### src/branch_ccr_pkg.sv
package branch_ccr_pkg;

	localparam int FLAG_H = 5;
	localparam int FLAG_I = 4;
	localparam int FLAG_N = 3;
	localparam int FLAG_Z = 2;
	localparam int FLAG_V = 1;
	localparam int FLAG_C = 0;
	localparam logic [5:0] FLAGS_RESET = 6'h10;

	localparam logic [7:0] UNCONDITIONAL_REL_JUMP_OP = 8'h20;
	localparam logic [7:0] NEVER_TAKEN_REL_OP = 8'h21;
	localparam logic [7:0] UNSIGNED_HIGHER_REL_OP = 8'h22;
	localparam logic [7:0] UNSIGNED_LS_REL_OP = 8'h23;
	localparam logic [7:0] CARRY_CLEAR_REL_OP = 8'h24;
	localparam logic [7:0] UNSIGNED_HS_REL_OP = 8'h24;
	localparam logic [7:0] CARRY_SET_REL_OP = 8'h25;
	localparam logic [7:0] UNSIGNED_LOWER_REL_OP = 8'h25;
	localparam logic [7:0] NOT_EQUAL_REL_OP = 8'h26;
	localparam logic [7:0] EQUAL_REL_OP = 8'h27;
	localparam logic [7:0] OVERFLOW_CLEAR_REL_OP = 8'h28;
	localparam logic [7:0] OVERFLOW_SET_REL_OP = 8'h29;
	localparam logic [7:0] POSITIVE_REL_OP = 8'h2a;
	localparam logic [7:0] NEGATIVE_REL_OP = 8'h2b;
	localparam logic [7:0] SIGNED_GE_REL_OP = 8'h2c;
	localparam logic [7:0] SIGNED_LT_REL_OP = 8'h2d;
	localparam logic [7:0] SIGNED_GT_REL_OP = 8'h2e;
	localparam logic [7:0] SIGNED_LTE_REL_OP = 8'h2f;
	localparam logic [7:0] REL_CALL_OP = 8'h8d;
	localparam logic [7:0] GOTO_INDEXED_OP = 8'h6e;
	localparam logic [7:0] GOTO_EXTENDED_OP = 8'h7e;
	localparam logic [7:0] CALL_DIRECT_OP = 8'h9d;
	localparam logic [7:0] CALL_INDEXED_OP = 8'had;
	localparam logic [7:0] CALL_EXTENDED_OP = 8'hbd;
	localparam logic [7:0] IDLE_OP = 8'h01;
	localparam logic [7:0] IRQ_RETURN_OP = 8'h3b;
	localparam logic [7:0] SUB_RETURN_OP = 8'h39;
	localparam logic [7:0] SOFT_TRAP_OP = 8'h3f;
	localparam logic [7:0] HALT_FOR_IRQ_OP = 8'h3e;
	localparam logic [7:0] CARRY_RESET_OP = 8'h0c;
	localparam logic [7:0] CARRY_FORCE_OP = 8'h0d;
	localparam logic [7:0] MASK_RESET_OP = 8'h0e;
	localparam logic [7:0] MASK_FORCE_OP = 8'h0f;
	localparam logic [7:0] OVERFLOW_RESET_OP = 8'h0a;
	localparam logic [7:0] OVERFLOW_FORCE_OP = 8'h0b;
	localparam logic [7:0] ACC_TO_FLAGS_OP = 8'h06;
	localparam logic [7:0] FLAGS_TO_ACC_OP = 8'h07;

	localparam logic [3:0] CYC_BRANCH = 4'h3;
	localparam logic [3:0] CYC_GOTO = 4'h3;
	localparam logic [3:0] CYC_CALL_DIRECT = 4'h5;
	localparam logic [3:0] CYC_CALL_OTHER = 4'h6;
	localparam logic [3:0] CYC_IRQ_RETURN = 4'ha;
	localparam logic [3:0] CYC_SUB_RETURN = 4'h5;
	localparam logic [3:0] CYC_TRAP = 4'hc;
	localparam logic [3:0] CYC_HALT = 4'h9;
	localparam logic [3:0] CYC_SHORT = 4'h2;
	localparam logic [1:0] LEN_ONE = 2'h1;
	localparam logic [1:0] LEN_TWO = 2'h2;
	localparam logic [1:0] LEN_THREE = 2'h3;

	typedef enum logic [3:0] {
		KIND_NONE = 4'h0,
		KIND_BRANCH = 4'h1,
		KIND_GOTO = 4'h2,
		KIND_CALL = 4'h3,
		KIND_REL_CALL = 4'h4,
		KIND_SUB_RETURN = 4'h5,
		KIND_IRQ_RETURN = 4'h6,
		KIND_TRAP = 4'h7,
		KIND_HALT = 4'h8,
		KIND_IDLE = 4'h9,
		KIND_FLAG_OP = 4'ha,
		KIND_FLAGS_TO_ACC = 4'hb
	} op_kind_e;

	typedef struct packed {
		logic [7:0] opcode;
		logic [7:0] offset;
		logic [15:0] pc;
		logic [7:0] acc_a;
		logic [5:0] stack_flags;
	} dec_req_s;

	typedef struct packed {
		op_kind_e kind;
		logic legal;
		logic taken;
		logic [15:0] target;
		logic [3:0] cycles;
		logic [1:0] length;
		logic acc_write;
		logic [7:0] acc_data;
	} dec_rsp_s;

endpackage

### src/branch_ccr_decoder.sv
`timescale 1ns/10ps
module branch_ccr_decoder (
	input wire logic i_clock,
	input wire logic i_sys_rst,
	input wire logic i_valid,
	input wire branch_ccr_pkg::dec_req_s i_req,
	output logic o_ready,
	output logic o_done,
	output branch_ccr_pkg::dec_rsp_s o_rsp,
	output logic [5:0] o_flags
);

	typedef enum logic [0:0] {
		ST_IDLE = 1'b0,
		ST_BUSY = 1'b1
	} state_e;

	state_e state_reg;
	logic [3:0] count_reg;
	logic [5:0] flags_reg;
	branch_ccr_pkg::dec_rsp_s rsp_reg;
	branch_ccr_pkg::dec_rsp_s dec;
	logic [5:0] flags_next;
	logic n, z, v, c, nxv;

	assign n = flags_reg[branch_ccr_pkg::FLAG_N];
	assign z = flags_reg[branch_ccr_pkg::FLAG_Z];
	assign v = flags_reg[branch_ccr_pkg::FLAG_V];
	assign c = flags_reg[branch_ccr_pkg::FLAG_C];
	assign nxv = n ^ v;

	always_comb begin
		dec = '0;
		dec.kind = branch_ccr_pkg::KIND_NONE;
		dec.legal = 1'b1;
		dec.cycles = branch_ccr_pkg::CYC_SHORT;
		dec.length = branch_ccr_pkg::LEN_ONE;
		dec.acc_data = i_req.acc_a;
		flags_next = flags_reg;
		if (i_req.opcode[7:4] == 4'h2) begin
			dec.kind = branch_ccr_pkg::KIND_BRANCH;
			dec.cycles = branch_ccr_pkg::CYC_BRANCH;
			dec.length = branch_ccr_pkg::LEN_TWO;
			dec.target = i_req.pc + 16'h0002 +
				{{8{i_req.offset[7]}}, i_req.offset};
		end
		unique case (i_req.opcode)
			branch_ccr_pkg::UNCONDITIONAL_REL_JUMP_OP: dec.taken = 1'b1;
			branch_ccr_pkg::NEVER_TAKEN_REL_OP: dec.taken = 1'b0;
			branch_ccr_pkg::UNSIGNED_HIGHER_REL_OP: dec.taken = !(c | z);
			branch_ccr_pkg::UNSIGNED_LS_REL_OP: dec.taken = c | z;
			branch_ccr_pkg::CARRY_CLEAR_REL_OP: dec.taken = !c;
			branch_ccr_pkg::CARRY_SET_REL_OP: dec.taken = c;
			branch_ccr_pkg::NOT_EQUAL_REL_OP: dec.taken = !z;
			branch_ccr_pkg::EQUAL_REL_OP: dec.taken = z;
			branch_ccr_pkg::OVERFLOW_CLEAR_REL_OP: dec.taken = !v;
			branch_ccr_pkg::OVERFLOW_SET_REL_OP: dec.taken = v;
			branch_ccr_pkg::POSITIVE_REL_OP: dec.taken = !n;
			branch_ccr_pkg::NEGATIVE_REL_OP: dec.taken = n;
			branch_ccr_pkg::SIGNED_GE_REL_OP: dec.taken = !nxv;
			branch_ccr_pkg::SIGNED_LT_REL_OP: dec.taken = nxv;
			branch_ccr_pkg::SIGNED_GT_REL_OP: dec.taken = !(z | nxv);
			branch_ccr_pkg::SIGNED_LTE_REL_OP: dec.taken = z | nxv;
			branch_ccr_pkg::GOTO_INDEXED_OP: begin
				dec.kind = branch_ccr_pkg::KIND_GOTO;
				dec.cycles = branch_ccr_pkg::CYC_GOTO;
				dec.length = branch_ccr_pkg::LEN_TWO;
			end
			branch_ccr_pkg::GOTO_EXTENDED_OP: begin
				dec.kind = branch_ccr_pkg::KIND_GOTO;
				dec.cycles = branch_ccr_pkg::CYC_GOTO;
				dec.length = branch_ccr_pkg::LEN_THREE;
			end
			branch_ccr_pkg::CALL_DIRECT_OP: begin
				dec.kind = branch_ccr_pkg::KIND_CALL;
				dec.cycles = branch_ccr_pkg::CYC_CALL_DIRECT;
				dec.length = branch_ccr_pkg::LEN_TWO;
			end
			branch_ccr_pkg::CALL_INDEXED_OP: begin
				dec.kind = branch_ccr_pkg::KIND_CALL;
				dec.cycles = branch_ccr_pkg::CYC_CALL_OTHER;
				dec.length = branch_ccr_pkg::LEN_TWO;
			end
			branch_ccr_pkg::CALL_EXTENDED_OP: begin
				dec.kind = branch_ccr_pkg::KIND_CALL;
				dec.cycles = branch_ccr_pkg::CYC_CALL_OTHER;
				dec.length = branch_ccr_pkg::LEN_THREE;
			end
			branch_ccr_pkg::REL_CALL_OP: begin
				dec.kind = branch_ccr_pkg::KIND_REL_CALL;
				dec.cycles = branch_ccr_pkg::CYC_CALL_OTHER;
				dec.length = branch_ccr_pkg::LEN_TWO;
				dec.taken = 1'b1;
				dec.target = i_req.pc + 16'h0002 +
					{{8{i_req.offset[7]}}, i_req.offset};
			end
			branch_ccr_pkg::IRQ_RETURN_OP: begin
				dec.kind = branch_ccr_pkg::KIND_IRQ_RETURN;
				dec.cycles = branch_ccr_pkg::CYC_IRQ_RETURN;
				flags_next = i_req.stack_flags;
			end
			branch_ccr_pkg::SUB_RETURN_OP: begin
				dec.kind = branch_ccr_pkg::KIND_SUB_RETURN;
				dec.cycles = branch_ccr_pkg::CYC_SUB_RETURN;
			end
			branch_ccr_pkg::IDLE_OP: begin
				dec.kind = branch_ccr_pkg::KIND_IDLE;
			end
			branch_ccr_pkg::SOFT_TRAP_OP: begin
				dec.kind = branch_ccr_pkg::KIND_TRAP;
				dec.cycles = branch_ccr_pkg::CYC_TRAP;
				flags_next[branch_ccr_pkg::FLAG_I] = 1'b1;
			end
			branch_ccr_pkg::HALT_FOR_IRQ_OP: begin
				dec.kind = branch_ccr_pkg::KIND_HALT;
				dec.cycles = branch_ccr_pkg::CYC_HALT;
			end
			branch_ccr_pkg::CARRY_RESET_OP: begin
				dec.kind = branch_ccr_pkg::KIND_FLAG_OP;
				flags_next[branch_ccr_pkg::FLAG_C] = 1'b0;
			end
			branch_ccr_pkg::CARRY_FORCE_OP: begin
				dec.kind = branch_ccr_pkg::KIND_FLAG_OP;
				flags_next[branch_ccr_pkg::FLAG_C] = 1'b1;
			end
			branch_ccr_pkg::MASK_RESET_OP: begin
				dec.kind = branch_ccr_pkg::KIND_FLAG_OP;
				flags_next[branch_ccr_pkg::FLAG_I] = 1'b0;
			end
			branch_ccr_pkg::MASK_FORCE_OP: begin
				dec.kind = branch_ccr_pkg::KIND_FLAG_OP;
				flags_next[branch_ccr_pkg::FLAG_I] = 1'b1;
			end
			branch_ccr_pkg::OVERFLOW_RESET_OP: begin
				dec.kind = branch_ccr_pkg::KIND_FLAG_OP;
				flags_next[branch_ccr_pkg::FLAG_V] = 1'b0;
			end
			branch_ccr_pkg::OVERFLOW_FORCE_OP: begin
				dec.kind = branch_ccr_pkg::KIND_FLAG_OP;
				flags_next[branch_ccr_pkg::FLAG_V] = 1'b1;
			end
			branch_ccr_pkg::ACC_TO_FLAGS_OP: begin
				dec.kind = branch_ccr_pkg::KIND_FLAG_OP;
				flags_next = i_req.acc_a[5:0];
			end
			branch_ccr_pkg::FLAGS_TO_ACC_OP: begin
				dec.kind = branch_ccr_pkg::KIND_FLAGS_TO_ACC;
				dec.acc_write = 1'b1;
				dec.acc_data = {2'h3, flags_reg};
			end
			default: begin
				dec.legal = 1'b0;
			end
		endcase
	end

	assign o_ready = (state_reg == ST_IDLE);

	// one instruction at a time; done pulses on the last cycle of its count
	always_ff @(posedge i_clock or posedge i_sys_rst) begin
		if (i_sys_rst) begin
			state_reg <= ST_IDLE;
			count_reg <= 4'h0;
		end else begin
			unique case (state_reg)
				ST_IDLE: if (i_valid) begin
					state_reg <= ST_BUSY;
					count_reg <= dec.cycles - 4'h1;
				end
				ST_BUSY: begin
					count_reg <= count_reg - 4'h1;
					if (count_reg == 4'h1)
						state_reg <= ST_IDLE;
				end
			endcase
		end
	end

	always_ff @(posedge i_clock or posedge i_sys_rst) begin
		if (i_sys_rst)
			o_done <= 1'b0;
		else
			o_done <= (state_reg == ST_BUSY) && (count_reg == 4'h1);
	end

	always_ff @(posedge i_clock or posedge i_sys_rst) begin
		if (i_sys_rst)
			rsp_reg <= '0;
		else if (o_ready && i_valid)
			rsp_reg <= dec;
	end

	// branches and calls leave flags untouched
	always_ff @(posedge i_clock or posedge i_sys_rst) begin
		if (i_sys_rst)
			flags_reg <= branch_ccr_pkg::FLAGS_RESET;
		else if (o_ready && i_valid)
			flags_reg <= flags_next;
	end

	assign o_rsp = rsp_reg;
	assign o_flags = flags_reg;

endmodule

### config.mk
export PLATFORM = sky130hd
export DESIGN_NAME = branch_ccr_decoder
export DESIGN_NICKNAME = d
export VERILOG_FILES = /design/src/branch_ccr_pkg.sv /design/src/branch_ccr_decoder.sv
export SDC_FILE = /design/constraint.sdc
export NUM_CORES = 1
export LEC_CHECK = 0
export ABC_AREA = 1
export BUFFER_PORTS_ARGS = -buffer_cell sky130_fd_sc_hd__buf_2
export CAP_MARGIN = 20
export CORE_MARGIN = 10
export CORE_UTILIZATION = 43
export DETAILED_ROUTE_END_ITERATION = 10
export HOLD_SLACK_MARGIN = 0.05
export PLACE_DENSITY = 0.67
export RECOVER_POWER = 100
export SETUP_SLACK_MARGIN = 0.2
export SLEW_MARGIN = 20
export SYNTH_ARGS = -nofsm -noshare
export SYNTH_HDL_FRONTEND = slang
export SYNTH_SLANG_ARGS = --single-unit
### constraint.sdc
create_clock -name i_clock -period 1.85 [get_ports i_clock]
set_input_delay 0.0925 -clock i_clock [delete_from_list [all_inputs] [get_ports i_clock]]
set_output_delay 0.0925 -clock i_clock [all_outputs]
set_load 0.02 [all_outputs]
After elaboration in Yosys (flattened, before gate mapping)
Index checks and enable logic that the tools add are counted.
{"block": "totals", "register_bits": 49, "inputBits": 49, "out_inout_bits": 45, "wordCells": 107}
{"block": "op_classes", "n_eq_ne": 38, "mux": 19, "reduce_logical": 27, "n_bitwise": 4, "n_addsub": 4}
{"cell": "equality test 8 x 6 -> 1 bit, second input constant", "n": 20}
{"cell": "equality test 8 x 4 -> 1 bit, second input constant", "n": 6}
{"cell": "one-hot mux 4 bit (10 select lines)", "n": 1}
{"cell": "OR reduction 35 bit", "n": 1}
{"cell": "equality test 8 bit, second input constant", "n": 4}
{"cell": "one-hot mux 4 bit (6 select lines)", "n": 1}
{"cell": "two-way mux 22 bit", "n": 1}
{"cell": "adder 16 bit", "n": 1}
{"cell": "adder 16 x 2 -> 16 bit, second input constant", "n": 1}
{"cell": "equality test 8 x 3 -> 1 bit, second input constant", "n": 2}
{"cell": "equality test 8 x 7 -> 1 bit, second input constant", "n": 2}
{"cell": "two-way mux 16 bit", "n": 1}
{"cell": "one-hot mux 1 bit (15 select lines)", "n": 1}
{"cell": "one-hot mux 1 bit (4 select lines)", "n": 3}
{"cell": "nonzero test 4 bit", "n": 3}
{"cell": "OR reduction 2 bit", "n": 5}
{"cell": "two-way mux 9 bit", "n": 1}
{"cell": "equality test 8 x 1 -> 1 bit, second input constant", "n": 1}
{"cell": "one-hot mux 2 bit (2 select lines)", "n": 2}
{"cell": "one-hot mux 4 bit (2 select lines)", "n": 1}
{"cell": "AND reduction 2 bit", "n": 4}
{"cell": "subtractor 4 x 1 -> 4 bit, second input constant", "n": 2}
{"cell": "logical NOT 1 bit", "n": 7}
{"cell": "OR reduction 7 bit", "n": 1}
{"cell": "13 further kinds", "n": 20}

Longest topological paths before layout
Gate-level depths: netlist (run 1).
{"block": "depth", "word_depth": 7, "depth_mapped": 16, "mapped_depth_nobuf": 16}

Worst setup path after synthesis (run 1)
No wires, ideal clock.
{"block": "synth_path", "kind": "input-to-reg", "start": "input port i_req[15] in the netlist's numbering", "end": "register rsp_reg, in the netlist o_rsp[28]", "t_arrival_ns": 1.727, "required_time_ns": 1.734, "setup_time_ns": 0.116, "n_path_buf": 0, "stages": 12, "setup_slack_ns": 0.007, "path_cell_list": "inv_1 -> ha_1 -> inv_1 -> ha_1 -> inv_1 -> fa_1 -> o21ai_0 -> nand3_1 -> nand4_1 -> nand2_1 -> nand2_1 -> nand2_1"}
{"block": "synth_between", "elab_chain_cells": 4}
{"element": "start, declared", "line_no": "branch_ccr_decoder.sv:6", "rtl": "input wire branch_ccr_pkg::dec_req_s i_req,"}
{"element": "adder 16 x 2 -> 16 bit (*)", "line_no": "branch_ccr_decoder.sv:44, branch_ccr_decoder.sv:94"}
{"element": "adder 16 bit (*)", "line_no": "branch_ccr_decoder.sv:44, branch_ccr_decoder.sv:94"}
{"element": "two-way mux 22 bit", "line_no": "branch_ccr_decoder.sv:40", "rtl": "if (i_req.opcode[7:4] == 4'h2) begin"}
{"element": "two-way mux 16 bit (*)", "line_no": "branch_ccr_decoder.sv:47", "rtl": "unique case (i_req.opcode)"}
{"element": "end signal, assigned", "line_no": "branch_ccr_decoder.sv:188", "rtl": "rsp_reg <= '0;"}
{"element": "end signal, assigned", "line_no": "branch_ccr_decoder.sv:190", "rtl": "rsp_reg <= dec;"}
{"element": "end, declared", "line_no": "branch_ccr_decoder.sv:21", "rtl": "branch_ccr_pkg::dec_rsp_s rsp_reg;"}
Mark *: on every way between the ends. The rest lies on a longest branch, timed or not.
A chain may end at the register's enable or synchronous reset.

Worst setup path in the final report (run 1)
{"block": "layout_path", "start": "register state_reg", "end": "register rsp_reg, in the netlist o_rsp[26]"}
{"block": "layout_between", "elab_chain_cells": 2}
{"element": "start, declared", "line_no": "branch_ccr_decoder.sv:18", "rtl": "state_e state_reg;"}
{"element": "start signal, assigned", "line_no": "branch_ccr_decoder.sv:162", "rtl": "state_reg <= ST_IDLE;"}
{"element": "start signal, assigned", "line_no": "branch_ccr_decoder.sv:167", "rtl": "state_reg <= ST_BUSY;"}
{"element": "start signal, assigned", "line_no": "branch_ccr_decoder.sv:173", "rtl": "state_reg <= ST_IDLE;"}
{"element": "inverter 1 bit"}
{"element": "logical AND 1 bit", "line_no": "branch_ccr_decoder.sv:189", "rtl": "else if (o_ready && i_valid)"}
Every way passes these cells.

==> out/metrics.yaml, run 1 <==
status: "finished clean"
max_cap_viol_count: 0
viasPerCell: 5.00
leakagePower_nw: 2.46
cpPeakStageDelay_ps: 470
cts-root-buf: "clkbuf_8"
io-pin-count: 94
area_growth_pct: 21.0
cts_setup_buffers: 0
worst_pin_slew_ps: 619
maxSlewHeadroom_pct: 58.7
ys_async_sr_fraction_pct: 100
drt-initial-drc-count: 170
drive_gt1_share_pct: 14.6
synth_cells: 547
grt_remaining_overflow: 0
die_h_um: 113
grt_pass1_vias: 3760
crit_fanout: 8
syn_nets: 629
finalHoldViolations: 0
clk_latency_ps: 310
clk_path_buf_depth: 2
critPathRequiredTime_ps: 2100
synth_area_leaders: "dfrtp_1, nand2_1, ha_1, inv_1, nor2_1"
seq_area_um2: 1230
route.detailed.drc: 0
start_util_pct: 44.8
path_clk_slew_ps: 100
timing.setup.tns_ps: 0
rsz0062_at_grt: "true"
antenna_left: 0
port_buffers: 93
synth_edf_count: 0
dr.pass1.iters: 4
ys_warn_count: 0
synthFlopType: "dfrtp_1"
synth_seq_cells: 49
vias: 3822
vdd_ir_drop_max_v: 0.000289
max_freq_ghz: 0.623
synth_commonest_cells: "nand2_1, inv_1, nor2_1"
syn_area_um2: 3720
die_x_um: 113
routedWlPerCell_um: 13.7
htreeDepth: 2
cts.sinks: 49
antenna_found_initial: 0
post-route-period-util_pct: 86.8
drv_slew: 0
die-area_um2: 12800
startpoint_type: "flip-flop"
crit_chain: "nor2_1, inv_1, a21oi_2, clkbuf_1, nand2_1, o21ai_2"
p_per_area_nw_per_um2: 863
largest_reg_flops: 37
skew_ps: 8.20
hp-class: "input port to flip-flop"
dpl.hpwl_um: 8470
syn_avg_cell_area_um2: 6.80
whs_ps: 74.9
min_period_ps: 1610
setup_viol: 0
synth_cell_types: 35
multi_input_area_um2: 2190
critPathCaptureType: "flip-flop"
coreArea_um2: 8300
path_class: "flip-flop to flip-flop"
routabilityCongestion: 0.893
cpMaxStageDelayCell: "dfrtp_1"
grt_max_degree: 37
routed_wl_um: 10500
cts_tree: "yes"
yosys.area.top_type: "dfrtp_1"
yosysTopAreaCellShare_pct: 32.3
gr-usage-all-layers_pct: 16.1
grt_pass1_wl_um: 17700
core.rowCount: 33
fillers: 830
synth-seq-area-share_pct: 33.0
synth.most_common_cell: "nand2_1"
worstPathArrival_ps: 1850
cts_made_buffers: 5
nets: 740
diodes: 0
==> worst paths after layout <==
check	end	slack (ps)	start	cells past startpoint
worst max register to register	o_rsp[26]	240	state_reg	6
worst max-delay path	o_rsp[26]	240	state_reg	6
min in group asynchronous	o_rsp[0]	410	i_sys_rst	3
worst min-delay path	o_rsp[2]	70	i_req[8]	3
max in group asynchronous	o_flags[4]	780	i_sys_rst	4
worst min register to register	o_rsp[31]	490	o_rsp[31]	2
==> logic make-up after synthesis <==
| family | share of synthesized area (%) |
|---|---|
| compound gates | 11.7 |
| xor+xnor | 1.88 |
| fa+ha+maj | 11.3 |
| buf+inv | 9.05 |
| flops | 33.0 |
| simple gates | 33.0 |
==> cell type report <==
| cell class | count | share of cell area, % |
|---|---|---|
| Multi-Input combinational cell | 416 | 48.7 |
| Sequential cell | 49 | 27.3 |
| Timing Repair Buffer | 114 | 13.0 |
| Inverter | 72 | 6.01 |
| Tap cell | 105 | 2.92 |
| Clock buffer | 6 | 1.84 |
| Clock inverter | 2 | 0.306 |
==> per-layer routing <==
layer	global-route usage [%]	vias up	part of all wire [%]
met3	2.43	12	4.2
li1	-	1978	-
met4	4.40	0	1.2
met1	20.2	1744	46
met5	0	-	0
met2	28.1	88	49
==> placed cells by master, fill, tap and decap left out, types with 3 or more instances in the layout <==
cell,Yosys,final
nand3b_1,3,3
inv_1,66,66
o21ai_2,4,4
inv_2,6,6
nand2_1,176,176
clkbuf_1,2,45
nand4_1,8,8
xor2_1,4,4
ha_1,32,29
buf_2,5,48
clkbuf_8,0,6
xnor2_1,4,4
nor2_1,66,66
dlygate4sd3_1,0,4
o21ai_0,23,25
nor3_1,5,5
a21oi_1,31,31
nand3_1,36,35
dfrtp_1,48,48
buf_4,0,13
==> power breakdown <==
| part | switching (mW) | total, mW | internal, mW |
|---|---|---|---|
| combinational | 1.06 | 1.61 | 0.547 |
| sequential | 0.219 | 1.59 | 1.37 |
| clock | 0.377 | 0.680 | 0.304 |
==> worst max-delay path: cells and delay by family, from the launching register on <==
family | cells | cell delay (ps)
AO/OA/AOI/OAI | 2 | 370
buffers and inverters | 2 | 410
flip-flops | 1 | 470
AND/OR/NAND/NOR | 2 | 290
==> per-stage QoR <==
step	cells	instance area (um2)	util, %	power [mW]	setup WS, ps
after detailed placement	752	4400	53.0	3.30	15.0
after global placement	752	4400	53.0	3.26	60.8
after CTS	764	4530	54.6	3.99	334
final	764	4500	54.2	3.88	245
after global routing	764	4500	54.2	4.19	85.9
after floorplan	547	3720	-	2.71	216
==> timing repair <==
action                     in CTS  in global routing
hold buffers                    4                  0
resized for setup               0                  6
setup endpoints to repair       0                  3
hold endpoints to repair       16                  0
Power figures use the tool's default switching activity.
==> run 2, diff against run 1 <==
clock period = 1.86 ns   (was 1.85 ns; I/O delays follow)
==> run 2 against run 1 <==
Combinational power hardly changed. Non-clock buffer count is 2 lower. Final cell count is 0.26% lower. Via count grew 0.24%. Critical path depth grew 9. Global-route usage fell by 0.15 points. Register-to-register slack gained 50 ps. Power up 0.53%. Clock power rose by 6.2%. Worst hold slack got worse by 27 ps. Largest cell class unchanged.
==> out/metrics.yaml, run 2 (synthesis gave the netlist of run 1 again) <==
rsz0062_at_grt: "false"  # was true
drive_gt1_share_pct: 14.8  # was 14.6%
switching_share_pct: 42.5  # was 42.8%
die-area_um2: 12800  # unchanged
nets: 738  # was 740
cts_made_buffers: 5  # unchanged
min_period_ps: 1630
area_growth_pct: 20.5  # was 21.0%
path_clk_slew_ps: 90  # was 100 ps
crit_chain: "buf_2, inv_1, ha_1, inv_1, ha_2, inv_1, fa_1, inv_2, nand2_1, nand3_2, nand3_2, nand2_1, nand2_1, nand3_1, nand2_1"  # was nor2_1, inv_1, a21oi_2, clkbuf_1, nand2_1, o21ai_2
grt_max_degree: 37  # unchanged
cts.sinks: 49  # unchanged
dpl.cell_count: 751  # was 752
layout_common_cells: "nand2_1, nor2_1, inv_1"  # was nand2_1, inv_1, nor2_1
start_util_pct: 44.8  # unchanged
critPathCaptureType: "flip-flop"  # unchanged
p_seq_share_pct: 40.5  # was 41.0%
io-pin-count: 94  # unchanged
status: "finished clean"  # unchanged
diodes: 0  # unchanged
grt_remaining_overflow: 0  # unchanged
p_int_mw: 2.25  # was 2.22 mW
crit_top_cell: "nand2_1"
cpPeakStageDelay_ps: 500  # was 470 ps
cts_tree: "yes"  # unchanged
crit_fanout: 3  # was 8
routabilityCongestion: 0.900  # was 0.893
drt-initial-drc-count: 255  # was 170
max_cap_viol_count: 0  # unchanged
gr-usage-all-layers_pct: 16.0  # was 16.1%
htreeDepth: 2  # unchanged
vdd_ir_drop_max_v: 0.000330  # was 0.000289 V
dr.pass1.iters: 5  # was 4
clk_path_buf_depth: 2  # unchanged
p_switching_mw: 1.66  # about the same
coreArea_um2: 8300  # unchanged
startpoint_type: "input port"  # was flip-flop
leakagePower_nw: 2.46  # about the same
cp_num_buf_inv: 5  # was 2
vias: 3831  # was 3822
routedWlPerCell_um: 13.8  # was 13.7 um
pwr-share-clk_pct: 18.5  # was 17.5%
path_class: "input port to flip-flop"  # was flip-flop to flip-flop
core.rowCount: 33  # unchanged
p_per_area_nw_per_um2: 871  # was 863 nW/um2
grt_pass1_wl_um: 17500  # was 17700 um
hp-class: "input port to flip-flop"  # unchanged
drv_slew: 0  # unchanged
cts-root-buf: "clkbuf_8"  # unchanged
largest_reg_flops: 37  # unchanged
finalHoldViolations: 0  # unchanged
viasPerCell: 5.03  # was 5.00
maxSlewHeadroom_pct: 58.5  # was 58.7%
power_mw: 3.90  # was 3.88 mW
timing.setup.tns_ps: 0  # unchanged
path_delay_family: "adder cells"  # was flip-flops
route.detailed.drc: 0  # unchanged
critPathRequiredTime_ps: 2060  # was 2100 ps
worstPathArrival_ps: 1830  # was 1850 ps
port_buffers: 93  # unchanged
setup_viol: 0  # unchanged
instances_no_fill: 762  # was 764
antenna_found_initial: 0  # unchanged
cpMaxStageDelayCell: "fa_1"  # was dfrtp_1
dpl.hpwl_um: 8480  # was 8470 um
post-route-period-util_pct: 87.8
skew_ps: 2.86  # was 8.20 ps
combPwrFrac_pct: 41.0  # was 41.5%
final_common_cell: "nand2_1"  # unchanged
grt_pass1_vias: 3739  # was 3760
antenna_left: 0  # unchanged
clk_latency_ps: 300  # was 310 ps
routed_wl_um: 10500  # about the same
setup_ws_ps: 227  # was 245 ps
max_freq_ghz: 0.612
worst_pin_slew_ps: 623  # was 619 ps
place_ws_ps: 24.0  # was 15.0 ps
die_h_um: 113  # unchanged
die_x_um: 113  # unchanged
run 2: cell types whose count changed in the layout (fill, tap and decap cells not counted), sizes merged:
| cell | change |
|---|---|
| clkbuf | +1 |
| clkinv | -2 |
| dlygate4sd3 | -2 |
| inv | +1 |
run 2: through the flow:
step / utilization [%] / hold WS, ps / area [um2]
after floorplan: - / 237 / 3720
after global placement: 52.9 / 67.2 / 4390
after detailed placement: 52.9 / 74.0 / 4390
after CTS: 54.4 / 51.8 / 4510
after global routing: 54.0 / 57.2 / 4480
final: 54.0 / 48.3 / 4480
run 2: layer usage:
layer / vias to the layer above / global-route usage (%) / share of wire (%) / wire (um)
met1: 1753 / 20.8 / 46 / 4780
met3: 13 / 2.54 / 4.6 / 478
met5: - / 0 / 0 / 0
li1: 1972 / - / - / -
met4: 0 / 4.48 / 1.3 / 136
met2: 93 / 26.7 / 49 / 5100
run 2: area by class of cell:
| class | count | area [um2] |
|---|---|---|
| inverter | 72 | 270 |
| fill | 862 | 3820 |
| clock inverter | 1 | 8.76 |
| sequential | 49 | 1230 |
| multi-input combinational | 416 | 2180 |
| tap | 105 | 131 |
| clock buffer | 7 | 96.3 |
| timing repair buffer | 112 | 564 |
run 2: power groups by stage:
stage	Clock, mW	Combinational [mW]	Sequential [mW]
floorplan	0	0.839	1.85
finish	0.722	1.60	1.58
detailed placement	0	1.69	1.59
global route	0.792	1.80	1.62
CTS	0.733	1.69	1.57
global placement	0	1.66	1.58
run 2: timing repair:
action	CTS	global route
hold buffers	2	0
hold endpoints to repair	14	0
setup endpoints to repair	0	2
resized for setup	0	7
setup buffers	0	1
run 2: path summary, 6_finish.rpt:
path | start | end | slack (ps) | depth (start not counted)
min in group asynchronous | i_sys_rst | o_rsp[1] | 400 | 3
min reg2reg | o_rsp[30] | o_rsp[30] | 490 | 2
max | i_req[15] | o_rsp[30] | 230 | 15
max in group asynchronous | i_sys_rst | o_flags[4] | 790 | 4
max reg2reg | state_reg | o_flags[5] | 290 | 4
min | i_req[2] | o_flags[2] | 50 | 3
run 2: worst reg2reg max path, delay by kind of cell (launching register included):
family	cells	cell delay, ps
flops	1	480
compound gates	2	420
buf+inv	1	400
simple gates	1	180
==> run 3, diff against run 2 <==
ABC_AREA = default   (was 1)
==> run 3 against run 2 <==
The flow now finishes with violations (negative setup slack). Cell area is 11% higher. Via count down 3.3%. Count of clock-buffer cells in the layout decreased by 1. Setup slack got worse by 270 ps. Flip-flop and latch count unchanged. Largest cell class unchanged. Synthesized area decreased by 0.81%. Register-to-register slack got worse by 260 ps.
==> out/metrics.yaml, run 3 <==
status: "finished, violations left"  # was finished clean
violations: "negative setup slack"
r2r-end: "o_rsp[28]"  # was o_flags[5]
critPathRequiredTime_ps: 2060  # about the same
cp_num_buf_inv: 4  # was 5
synth_area_leaders: "dfrtp_1, ha_1, nand2_1, o21ai_0, a21oi_1"  # was dfrtp_1, nand2_1, ha_1, inv_1, nor2_1
io-pin-count: 94  # unchanged
die_h_um: 113  # about the same
p_per_area_nw_per_um2: 880  # was 871 nW/um2
power_mw: 4.38  # was 3.90 mW
vias: 3706  # was 3831
crit_chain: "buf_6, inv_4, ha_4, inv_2, ha_4, inv_2, fa_2, nor2b_2, o2111ai_2, a21boi_2, a221oi_2, o2111a_1, a221o_1"  # was buf_2, inv_1, ha_1, inv_1, ha_2, inv_1, fa_1, inv_2, nand2_1, nand3_2, nand3_2, nand2_1, nand2_1, nand3_1, nand2_1
synth_commonest_cells: "nand2_1, dfrtp_1, o21ai_0"  # was nand2_1, inv_1, nor2_1
cpPeakStageDelay_ps: 350  # was 500 ps
drt-initial-drc-count: 190  # was 255
gr-usage-all-layers_pct: 16.8  # was 16.0%
max_cap_viol_count: 0  # unchanged
reg2reg_depth: 6  # was 4
setup_ws_ps: -46.7  # was 227 ps
clk_path_buf_depth: 2  # unchanged
path_class: "input port to flip-flop"  # unchanged
final_common_cell: "nand2_1"  # unchanged
antenna_found_initial: 1  # was 0
syn_avg_cell_area_um2: 8.78  # was 6.80 um2
clk_latency_ps: 310  # was 300 ps
grt_pass1_vias: 3854  # was 3739
cts.sinks: 49  # unchanged
setup_viol: 2  # was 0
grt_pass1_wl_um: 18300  # was 17500 um
skew_ps: 9.57  # was 2.86 ps
largest_reg_flops: 37  # unchanged
synth.most_common_cell: "nand2_1"  # unchanged
nets: 646  # was 738
synth_cells: 420  # was 547
viasPerCell: 5.53  # was 5.03
synth_cell_types: 71  # was 35
syn_area_um2: 3690  # was 3720 um2
routed_wl_um: 11000  # was 10500 um
antenna_left: 0  # unchanged
yosysTopAreaCellShare_pct: 32.6  # was 32.3%
diodes: 0  # unchanged
synthFlopType: "dfrtp_1"  # unchanged
layout_common_cells: "nand2_1, buf_4, clkbuf_1"  # was nand2_1, nor2_1, inv_1
startpoint_type: "input port"  # unchanged
coreArea_um2: 8300  # unchanged
grt_remaining_overflow: 0  # unchanged
ys_warn_count: 0  # unchanged
ys_async_sr_fraction_pct: 100  # unchanged
endpoint: "o_rsp[28]"  # was o_rsp[30]
grt_max_degree: 29  # was 37
start_util_pct: 44.4  # was 44.8%
max_freq_ghz: 0.524  # was 0.612 GHz
leakagePower_nw: 2.28  # was 2.46 nW
die-area_um2: 12700  # was 12800 um2
cts_made_buffers: 5  # unchanged
synth-adder-area-share_pct: 11.4  # was 11.3%
worstPathArrival_ps: 2110  # was 1830 ps
min_period_ps: 1910  # was 1630 ps
routabilityCongestion: 0.886  # was 0.900
drive_gt1_share_pct: 29.7  # was 14.8%
hp-class: "input port to flip-flop"  # unchanged
cpMaxStageDelayCell: "fa_2"  # was fa_1
muxShareOfSynthArea_pct: 1.90  # was 0%
crit_cells: 13  # was 15
area_growth_pct: 34.8  # was 20.5%
die_x_um: 113  # about the same
synth-seq-area-share_pct: 33.3  # was 33.0%
worst_pin_slew_ps: 1060  # was 623 ps
ff2ff_setup_slack_ps: 30  # was 290 ps
maxSlewHeadroom_pct: 29.1  # was 58.5%
cts_tree: "yes"  # unchanged
path_delay_family: "compound AO/OA/AOI/OAI gates"  # was adder cells
crit_fanout: 4  # was 3
place_ws_ps: -575  # was 24.0 ps
drv_slew: 0  # unchanged
finalHoldViolations: 0  # unchanged
core.rowCount: 33  # unchanged
synth_compound_area_share_pct: 26.1  # was 11.7%
route.detailed.drc: 0  # unchanged
synth_edf_count: 0  # unchanged
reg2reg_from: "state_reg"  # unchanged
syn_nets: 502  # was 629
whs_ps: 53.3  # was 48.3 ps
port_buffers: 93  # unchanged
vdd_ir_drop_max_v: 0.000393  # was 0.000330 V
synthSimpleGateAreaFrac_pct: 18.5  # was 33.0%
critPathCaptureType: "flip-flop"  # unchanged
cts-root-buf: "clkbuf_8"  # unchanged
rsz0062_at_grt: "true"  # was false
dpl.hpwl_um: 8800  # was 8480 um
synth-xor-area-share_pct: 3.09  # was 1.88%
dr.pass1.iters: 4  # was 5
post-route-period-util_pct: 103  # was 87.8%
htreeDepth: 2  # unchanged
routedWlPerCell_um: 16.4  # was 13.8 um
synth_top_family_by_area: "compound AO/OA/AOI/OAI gates"  # was simple AND/OR/NAND/NOR gates
crit_start: "i_req[15]"  # unchanged
yosys.area.top_type: "dfrtp_1"  # unchanged
path_clk_slew_ps: 90  # about the same
synth_seq_cells: 49  # unchanged
[run 3: cell count changes in the layout (fill, tap and decap cells not counted), moves of 13 or more]
cell     before  now
nand2_1     176   56
inv_1        65   15
ha_1         31   17
nand3_1      33    7
ha_4          0   13
buf_4        14   55
nor2_1       66   29
o21ai_0      26   40
[run 3: report_power, final]
| part | switching, mW | internal [mW] |
|---|---|---|
| registers | 0.225 | 1.42 |
| logic | 1.26 | 0.827 |
| clock network | 0.380 | 0.269 |
| total | 1.87 | 2.51 |
[run 3: worst min path at each step]
stage,to,startpoint,depth (start not counted),slack (ps)
6_report,o_rsp[7],i_req[13],3,50
5_1_grt,o_rsp[6],i_req[12],3,60
4_1_cts,o_rsp[6],i_req[12],3,60
3_5_place_dp,o_rsp[15],i_sys_rst,2,200
3_3_place_gp,o_rsp[15],i_sys_rst,2,190
2_1_floorplan,count_reg[1],i_valid,2,250
[run 3: cells by family after synthesis]
| kind of cell | after synthesis |
|---|---|
| adders and majority gates | 33 |
| buffers and inverters | 42 |
| xor gates and xnor gates | 13 |
| muxes | 7 |
| and+or+nand+nor | 135 |
| AOI/OAI and AO/OA | 141 |
| DFF | 49 |
[run 3: cell type report]
type	count	area (um2)
repair buffers	160	961
inverters	19	86.3
clock inverters	2	13.8
well taps	105	131
flip-flops and latches	49	1230
fillers	760	3330
clock buffers	6	72.6
multi-input cells	329	2480
[run 3: what timing repair did]
item                                    in CTS  in global routing
hold buffers                                 1                  0
hold endpoints to repair                    25                  0
buffers inserted                             2                  1
pin swaps                                   14                 10
endpoints found under the setup margin      10                 15
resized for setup                           15                  6
[run 3: metal layers]
| layer | up-vias | track usage (%) | share of wire (%) |
|---|---|---|---|
| li1 | 1826 | - | - |
| met1 | 1737 | 20.7 | 45 |
| met2 | 126 | 28.4 | 47 |
| met3 | 15 | 3.57 | 6.5 |
| met4 | 2 | 5.58 | 1.5 |
| met5 | - | 0 | 0.064 |
[run 3: worst register-to-register path, cell delays in order, from the launching register on]
cell      delay [ps]
dfrtp_1          400
inv_1            170
nand2_1          240
a211oi_2         410
buf_4            230
o2111a_1         190
a221o_1          110
[run 3: stage by stage]
step / util, % / instances / TNS, ps / area, um2
floorplan: - / 420 / -501 / 3890
finish: 59.9 / 670 / -57.4 / 4970
CTS: 60.7 / 669 / -73.4 / 5040
global placement: 58.5 / 658 / -2360 / 4850
global route: 59.9 / 670 / -626 / 4970
detailed placement: 58.5 / 658 / -2820 / 4850
